## src/include/arb_timer_pkg.sv

```systemverilog
// constants for the serial bus arbiter and bit timer
// assumes an apb slave with 32-bit data, byte addresses
package arb_timer_pkg;
    localparam logic [11:0] ctrl_addr       = 12'h000;
    localparam logic [11:0] count_addr      = 12'h004;
    // control/status bit positions
    localparam int unsigned mode_lo_pos     = 0;
    localparam int unsigned mode_hi_pos     = 1;
    localparam int unsigned clk_sel_pos     = 2;
    localparam int unsigned msb_pos         = 3;
    localparam int unsigned ovfl_pos        = 4;
    localparam int unsigned run_pos         = 5;
    localparam int unsigned done_pos        = 6;
    localparam int unsigned lost_pos        = 7;
    localparam logic [1:0]  mode_idle       = 2'h0;
    localparam logic [1:0]  mode_measure    = 2'h1;
    localparam logic [1:0]  mode_arbitrate  = 2'h2;
    localparam logic [8:0]  sample_bus_div  = 9'h038;
    localparam logic [8:0]  sample_presc    = 9'h008;
    localparam logic [1:0]  div_last        = 2'h3;
    localparam logic [7:0]  ctrl_reset      = 8'h00;
    localparam logic [8:0]  count_reset     = 9'h000;
    typedef enum logic [2:0] {
        st_idle = 3'b001,
        st_run  = 3'b010,
        st_stop = 3'b100
    } arb_state_t;
endpackage

```

## src/design/serial_bus_arbiter_bit_timer.sv

```systemverilog
// arbiter bit timer: measures bit times and detects lost arbitration
// assumes rx, internal transmit and prescaler tick are synchronous to pclk
//
// Added by the designer: register access over APB and the placing of the registers.
`timescale 1ns/1ps
module serial_bus_arbiter_bit_timer (
    input  wire logic        pclk,
    input  wire logic        presetn,
    input  wire logic        psel,
    input  wire logic        penable,
    input  wire logic        pwrite,
    input  wire logic [11:0] paddr,
    input  wire logic [31:0] pwdata,
    output logic      [31:0] prdata,
    output logic             pready,
    output logic             pslverr,
    input  wire logic        rx_pin,
    input  wire logic        internal_transmit_signal,
    input  wire logic        prescaler_tick,
    output logic             tx_pin
);
    logic [1:0]  arbiter_mode_select_reg;
    logic [1:0]  arbiter_mode_select_next;
    logic        clk_sel_reg;
    logic        clk_sel_next;
    logic        measure_done_flag_reg;
    logic        measure_done_flag_next;
    logic        counter_overflow_flag_reg;
    logic        counter_overflow_flag_next;
    logic        arbitration_lost_flag_reg;
    logic        arbitration_lost_flag_next;
    logic [8:0]  count_reg;
    logic [8:0]  count_next;
    logic [1:0]  div_reg;
    logic [1:0]  div_next;
    logic [1:0]  pdiv_reg;
    logic [1:0]  pdiv_next;
    logic        rx_seen_reg;
    logic        rx_seen_next;
    logic        tx_seen_reg;
    logic        tx_seen_next;
    logic        sampled_reg;
    logic        sampled_next;
    logic        tx_pin_next;
    logic [31:0] prdata_next;
    logic        pready_next;
    logic        pslverr_next;
    arb_timer_pkg::arb_state_t state_reg;
    arb_timer_pkg::arb_state_t state_next;

    logic        ctrl_hit;
    logic        count_hit;
    logic        access;
    logic        wr;
    logic        ctrl_wr;
    logic        mapped;
    logic        tick;
    logic        rx_fall;
    logic        rx_rise;
    logic        tx_rise;
    logic [7:0]  ctrl_view;

    assign ctrl_hit  = (paddr == arb_timer_pkg::ctrl_addr);
    assign count_hit = (paddr == arb_timer_pkg::count_addr);
    assign access    = psel & penable & pready;
    assign wr        = access & pwrite;
    assign ctrl_wr   = wr & ctrl_hit;
    assign mapped    = ctrl_hit | count_hit;
    // rx edges are taken from the last seen level at each counter tick, so a
    // glitch between ticks is ignored
    assign rx_fall = tick & rx_seen_reg & ~rx_pin;
    assign rx_rise = tick & ~rx_seen_reg & rx_pin;
    assign tx_rise = ~tx_seen_reg & internal_transmit_signal;
    assign tick    = clk_sel_reg ?
                     (prescaler_tick && pdiv_reg == arb_timer_pkg::div_last)
                   : (div_reg == arb_timer_pkg::div_last);

    always_comb begin
        ctrl_view = arb_timer_pkg::ctrl_reset;
        ctrl_view[arb_timer_pkg::mode_lo_pos] = arbiter_mode_select_reg[0];
        ctrl_view[arb_timer_pkg::mode_hi_pos] = arbiter_mode_select_reg[1];
        ctrl_view[arb_timer_pkg::clk_sel_pos] = clk_sel_reg;
        ctrl_view[arb_timer_pkg::msb_pos]     = count_reg[8];
        ctrl_view[arb_timer_pkg::ovfl_pos]    = counter_overflow_flag_reg;
        ctrl_view[arb_timer_pkg::run_pos]     =
            (state_reg == arb_timer_pkg::st_run);
        ctrl_view[arb_timer_pkg::done_pos]    = measure_done_flag_reg;
        ctrl_view[arb_timer_pkg::lost_pos]    = arbitration_lost_flag_reg;
    end

    // apb slave: one wait state, answers in the second access cycle
    always_comb begin
        pready_next  = psel & penable & ~pready;
        pslverr_next = psel & penable & ~pready & ~mapped;
        prdata_next  = prdata;
        if (psel && penable && !pready && !pwrite) begin
            prdata_next = 32'h0000_0000;
            if (ctrl_hit)
                prdata_next[7:0] = ctrl_view;
            else if (count_hit)
                prdata_next[7:0] = count_reg[7:0];
        end
    end

    // free-running dividers; rx line history is only updated at a tick, transmit history every cycle
    always_comb begin
        div_next     = div_reg + 2'h1;
        pdiv_next    = prescaler_tick ? pdiv_reg + 2'h1 : pdiv_reg;
        rx_seen_next = tick ? rx_pin : rx_seen_reg;
        tx_seen_next = internal_transmit_signal;
    end

    always_comb begin
        arbiter_mode_select_next   = arbiter_mode_select_reg;
        clk_sel_next               = clk_sel_reg;
        measure_done_flag_next     = measure_done_flag_reg;
        counter_overflow_flag_next = counter_overflow_flag_reg;
        arbitration_lost_flag_next = arbitration_lost_flag_reg;
        count_next                 = count_reg;
        state_next                 = state_reg;
        sampled_next               = sampled_reg;

        unique case (arbiter_mode_select_reg)
            arb_timer_pkg::mode_measure: begin
                unique case (state_reg)
                    arb_timer_pkg::st_idle: begin
                        if (clk_sel_reg ? (tick & ~rx_pin)
                                        : rx_fall) begin
                            state_next = arb_timer_pkg::st_run;
                            count_next = arb_timer_pkg::count_reset;
                        end
                    end
                    arb_timer_pkg::st_run: begin
                        if (clk_sel_reg ? rx_rise : rx_fall) begin
                            state_next = arb_timer_pkg::st_stop;
                            measure_done_flag_next = 1'b1;
                        end else if (tick) begin
                            if (count_reg == 9'h1ff) begin
                                counter_overflow_flag_next = 1'b1;
                                state_next = arb_timer_pkg::st_stop;
                            end else begin
                                count_next = count_reg + 9'h001;
                            end
                        end
                    end
                    arb_timer_pkg::st_stop: ;
                    default: state_next = arb_timer_pkg::st_idle;
                endcase
            end
            arb_timer_pkg::mode_arbitrate: begin
                if (tx_rise) begin
                    state_next   = arb_timer_pkg::st_run;
                    count_next   = arb_timer_pkg::count_reset;
                    sampled_next = 1'b0;
                end else if (state_reg == arb_timer_pkg::st_run) begin
                    if (!internal_transmit_signal) begin
                        state_next = arb_timer_pkg::st_idle;
                        count_next = arb_timer_pkg::count_reset;
                    end else if (tick) begin
                        if (!sampled_reg && count_reg == (clk_sel_reg ?
                            arb_timer_pkg::sample_presc :
                            arb_timer_pkg::sample_bus_div)) begin
                            sampled_next = 1'b1;
                            if (!rx_pin)
                                arbitration_lost_flag_next = 1'b1;
                        end
                        if (count_reg == 9'h1ff) begin
                            counter_overflow_flag_next = 1'b1;
                            state_next = arb_timer_pkg::st_stop;
                        end else begin
                            count_next = count_reg + 9'h001;
                        end
                    end
                end
            end
            default: begin
                state_next = arb_timer_pkg::st_idle;
                count_next = arb_timer_pkg::count_reset;
            end
        endcase

        // a write wins over a same-cycle hardware set (for lost only when mode bit 1 is 0): it also restarts
        // the counter, so a flag kept from that cycle would match no count
        if (ctrl_wr) begin
            arbiter_mode_select_next   = pwdata[1:0];
            clk_sel_next               = pwdata[arb_timer_pkg::clk_sel_pos];
            measure_done_flag_next     = 1'b0;
            counter_overflow_flag_next = 1'b0;
            count_next                 = arb_timer_pkg::count_reset;
            state_next                 = arb_timer_pkg::st_idle;
            if (!pwdata[arb_timer_pkg::mode_hi_pos])
                arbitration_lost_flag_next = 1'b0;
        end
    end

    // pin held at 1 while arbitration is lost
    assign tx_pin_next = internal_transmit_signal
                       | arbitration_lost_flag_next;

    // bus answer registers
    always_ff @(posedge pclk or negedge presetn) begin
        if (!presetn) begin
            prdata  <= 32'h0000_0000;
            pready  <= 1'b0;
            pslverr <= 1'b0;
        end else begin
            prdata  <= prdata_next;
            pready  <= pready_next;
            pslverr <= pslverr_next;
        end
    end

    // line history resets to the idle line level, so no false edge
    // is seen just after reset
    always_ff @(posedge pclk or negedge presetn) begin
        if (!presetn) begin
            div_reg     <= 2'h0;
            pdiv_reg    <= 2'h0;
            rx_seen_reg <= 1'b1;
            tx_seen_reg <= 1'b1;
        end else begin
            div_reg     <= div_next;
            pdiv_reg    <= pdiv_next;
            rx_seen_reg <= rx_seen_next;
            tx_seen_reg <= tx_seen_next;
        end
    end

    // control fields, flags and the transmit override
    always_ff @(posedge pclk or negedge presetn) begin
        if (!presetn) begin
            arbiter_mode_select_reg   <= arb_timer_pkg::mode_idle;
            clk_sel_reg               <= 1'b0;
            measure_done_flag_reg     <= 1'b0;
            counter_overflow_flag_reg <= 1'b0;
            arbitration_lost_flag_reg <= 1'b0;
            tx_pin                    <= 1'b1;
        end else begin
            arbiter_mode_select_reg   <= arbiter_mode_select_next;
            clk_sel_reg               <= clk_sel_next;
            measure_done_flag_reg     <= measure_done_flag_next;
            counter_overflow_flag_reg <= counter_overflow_flag_next;
            arbitration_lost_flag_reg <= arbitration_lost_flag_next;
            tx_pin                    <= tx_pin_next;
        end
    end

    // counter and its sequencer; the sample flag restarts with the count
    // so one bit is never sensed twice
    always_ff @(posedge pclk or negedge presetn) begin
        if (!presetn) begin
            count_reg   <= arb_timer_pkg::count_reset;
            state_reg   <= arb_timer_pkg::st_idle;
            sampled_reg <= 1'b0;
        end else begin
            count_reg   <= count_next;
            state_reg   <= state_next;
            sampled_reg <= sampled_next;
        end
    end
endmodule

```

## config.mk

```make
export PLATFORM = sky130hd
export DESIGN_NAME = serial_bus_arbiter_bit_timer
export DESIGN_NICKNAME = d
export VERILOG_FILES = /design/src/include/arb_timer_pkg.sv /design/src/design/serial_bus_arbiter_bit_timer.sv
export SDC_FILE = /design/constraint.sdc
export NUM_CORES = 1
export LEC_CHECK = 0
export ABC_AREA = 0
export BUFFER_PORTS_ARGS = -buffer_cell sky130_fd_sc_hd__buf_4
export CAP_MARGIN = 40
export CORE_MARGIN = 5
export CORE_UTILIZATION = 25
export DETAILED_ROUTE_END_ITERATION = 6
export PLACE_DENSITY_LB_ADDON = 0.3
export SYNTH_ARGS = -nofsm -noshare
export SYNTH_HDL_FRONTEND = slang
export SYNTH_SLANG_ARGS = --single-unit
```

## constraint.sdc

```tcl
create_clock -name pclk -period 4.6 [get_ports pclk]
set_input_delay 0.92 -clock pclk [delete_from_list [all_inputs] [get_ports pclk]]
set_output_delay 0.92 -clock pclk [all_outputs]
set_load 0.01 [all_outputs]
```

After elaboration in Yosys (flattened, before gate mapping)
Cells that the tools add are included.
- add/subtract/negate cells: 3
- equality and inequality tests: 20
- mux-type cells: 53
- bitwise logic cells: 19
- reductions and logical operators: 22
- operators with widths (cell ; count):
    $mux 9 ; 8
    $pmux 9 s2 ; 2
    $mux 1 ; 29
    $mux 3 ; 8
    $ne 3x3->1 const B ; 6
    $mux 8 ; 2
    $reduce_bool 2->1 ; 7
    $and 1x1->1 ; 12
    $eq 12x3->1 const B ; 1
    $logic_not 12->1 ; 1
    $ne 4x4->1 const B ; 3
    $add 9x1->9 const B ; 1
    $eq 9x6->1 ; 1
    $eq 9x9->1 const B ; 1
    $pmux 3 s3 ; 1
    $eq 2x2->1 const B ; 3
    $mux 6 ; 1
    $pmux 3 s2 ; 1
    $reduce_and 3->1 ; 2
    $reduce_and 6->1 ; 1
    $logic_and 1x1->1 ; 5
    $not 1->1 ; 5
    $reduce_and 5->1 ; 1
    $add 2x1->2 const B ; 2
    10 further kinds ; 13
- flip-flop bits (word level): 36
- output and inout bits: 35

Logic depth before layout (Yosys ltp)
- word-level depth: 12
- depth in mapped cells: 9
- depth with buffers taken out: 8

Worst setup path before layout
No wires, ideal clock.
- path kind: input port to flip-flop
- start: input paddr[5]
- end: register count_reg[2]
- arrival: 2.325 ns
- path slack: 2.176 ns
- stages on the path: 7
- path buffers: 1
- path through: nor4_1 nand3_1 nor4_2 buf_4 a311o_1 a31oi_1 a311oi_1
- cells in the longest elaborated chain, start to end: 4
- RTL lines (what ; RTL line ; RTL):
    start, declared ; serial_bus_arbiter_bit_timer.sv:12 ; input wire logic [11:0] paddr,
    $logic_not 12->1 * ; serial_bus_arbiter_bit_timer.sv:63 ; assign ctrl_hit = (paddr == arb_timer_pkg::ctrl_addr);
    $and 1x1->1 * ; serial_bus_arbiter_bit_timer.sv:67 ; assign ctrl_wr = wr & ctrl_hit;
    $ne 4x4->1 (no source line) or $ne 4x3->1 (tied branches) ; -- ;
    $reduce_and 4->1 (no source line) ; -- ;
    end signal, assigned ; serial_bus_arbiter_bit_timer.sv:252 ; count_reg <= arb_timer_pkg::count_reset;
    end signal, assigned ; serial_bus_arbiter_bit_timer.sv:256 ; count_reg <= count_next;
    end, declared ; serial_bus_arbiter_bit_timer.sv:32 ; logic [8:0] count_reg;
Every way passes the cells marked *; elsewhere a longest branch is shown, timed or not.
A chain may end at the register's enable or synchronous reset.

Worst setup path in the final report
- start: input paddr[1]
- end: register count_reg[4]
The elaborated chain is that of the path after synthesis.

==> out/metrics.yaml <==
cts.clk_slew.worst_paths_ps: 80
ys_seq_area_frac: 0.411
crit_fanout: 12
skew_ps: 3.83
synth-main-ff-cell: "dfrtp_1"
slowest_delay_ps: 610
grt_pass1_wl_um: 8910
cp-startpoint: "paddr[1]"
ff2ff_path_depth: 7
fmax_ghz: 0.333
largest_reg_flops: 9
fin_crit_sh: 0.652
slew_headroom: 0.445
startpoint_type: "primary input"
hold_depth: 1
worst_slew_pin_slew_ps: 822
rows: 34
period_minus_slack_ps: 3000
area_growth_pct: 15.4
drv_slew: 0
yosysWarnings: 0
arrival_ps: 3220
synth_cells: 242
place_ws_ps: 1230
ctsResizeCount: 0
hold_class: "reg -> reg"
grt_antenna_before_repair: 0
finalWirelength_um: 5170
synth_top_cell_by_area: "dfrtp_1"
path_cells: "buf_4, nor4_1, nand3_1, nor4_2, a311oi_2, or4_1, a21oi_1"
start_util: 0.254
fin_tns_setup_ps: 0
coreArea_um2: 8680
hpwl_um: 3960
cp.required_ps: 4820
h-tree-depth: 2
grt_max_degree: 37
drtAntennaViolNets: 0
worstReg2RegEnd: "count_reg[2]"
drcViolationCount: 0
io-pin-count: 87
status: "completed"
first_pass_iters: 4
dieArea_um2: 10800
layout-drive-gt1-share: 0.201
clockRootBuffer: "clkbuf_8"
wire_per_inst_um: 13.6
gp_congestion: 0.864
vias_per_cell: 4.75
cts_setup_buffers: 0
cts_tree: "done"
critPathSlowestCell: "nor4_2"
die_h_um: 104
synthesis.area_um2: 2200
cts_sinks: 36
fin_nets: 330
grt_overflow: 0
grt_pass1_vias: 1787
peakVddDrop_mv: 0.266
yosysMostFrequentCell: "dfrtp_1"
syn_area_per_cell_um2: 9.11
synth-edff-count: 0
async_reset_ff_frac: 1.00
critPathKind: "in -> reg"
hold_buffers: 0
rsz0062_at_grt: "false"
r2r_slack_ps: 2170
portBuffers: 33
vias: 1811
die_w_um: 104
fin_ws_ps: 1600
crit_end: "count_reg[4]"
insertion_delay_ps: 290
drtIter0Drc: 66
synth_area_leaders: "dfrtp_1, buf_4, dfstp_2"
ys_seq_elements: 36
clockBufferDepth: 2
ys_types: 52
power.density_nw_per_um2: 250
hold_viol_final: 0
drv_cap: 0
p_leak_nw: 1.14
finalSetupViolCount: 0
crit-reg2reg-launch: "arbiter_mode_select_reg[1]"
endpoint_kind: "register"
numCtsBuffers: 5
grtUsageTotal: 0.100
yosys.area.top_type_share: 0.363
antenna_cells: 0
synthTopCellsByCount: "dfrtp_1, buf_4, nand2_1, a21oi_1, nor2_1"
[layer usage]
metal,share of wire,track usage,routed length (um)
met3,0.080,0.0335,414
met1,0.47,0.139,2440
met5,0,0,0
met2,0.43,0.147,2240
met4,0.014,0.0333,74
[layout make-up]
type / count / area (um^2)
multi-input combinational: 185 / 1120
timing repair buffer: 34 / 255
tap: 108 / 135
sequential: 36 / 906
clock buffer: 6 / 82.6
clock inverter: 2 / 10.0
fill: 935 / 6130
inverter: 10 / 37.5
[report_power, final]
part | switching [mW] | internal [mW]
clock network | 0.120 | 0.120
logic | 0.0329 | 0.0273
registers | 0.00698 | 0.329
total | 0.160 | 0.476
[cell families (layout without fill, tap and decap cells)]
logic type | count (synthesis) | in the layout | synth area share
buffers and inverters | 44 | 52 | 0.121
DFF | 36 | 36 | 0.411
xor gates and xnor gates | 1 | 1 | 0.00397
muxes | 9 | 9 | 0.0420
and+or+nand+nor | 83 | 83 | 0.201
AOI/OAI and AO/OA | 62 | 62 | 0.185
adders and majority gates | 6 | 6 | 0.0341
other | 1 | 24 | 0.00170
[cells in the final DEF (no fill, tap or decap), drive strengths merged, types with 2 or more instances in the layout]
cell,Yosys,final
a21oi,18,18
a311oi,2,2
a31oi,5,5
a41oi,2,2
and2,3,3
buf,28,34
clkbuf,6,6
clkinv,0,2
conb,1,24
dfrtp,32,32
dfstp,4,4
ha,6,6
inv,10,10
mux2,2,2
mux2i,7,7
nand2,25,25
nand2b,5,5
nand3,9,9
nor2,15,15
nor3,2,2
nor4,4,4
o21a,2,2
o21ai,16,16
o31ai,10,10
or3,4,4
or4,4,4
[how the worst min path moves through the flow]
stage / startpoint / endpoint
final: div_reg[0] / div_reg[0]
after global routing: div_reg[0] / div_reg[0]
after CTS: div_reg[0] / div_reg[0]
after detailed placement: div_reg[0] / div_reg[0]
after global placement: div_reg[0] / div_reg[0]
after floorplan: div_reg[0] / div_reg[0]
[worst max-delay path, delay by kind of cell]
family / cells / cell delay (ps)
compound gates: 2 / 370
simple gates: 4 / 1810
buf+inv: 1 / 110
[stage by stage]
step | hold slack, ps | instances | utilization | instance area [um^2] | total power [mW]
2_1_floorplan | 401 | 265 | - | 2290 | 0.389
3_3_place_gp | 415 | 373 | 0.282 | 2450 | 0.402
3_5_place_dp | 419 | 373 | 0.282 | 2450 | 0.403
4_1_cts | 430 | 381 | 0.293 | 2540 | 0.646
5_1_grt | 449 | 381 | 0.293 | 2540 | 0.666
6_report | 428 | 381 | 0.293 | 2540 | 0.636
(Power assumes the default switching activity.)
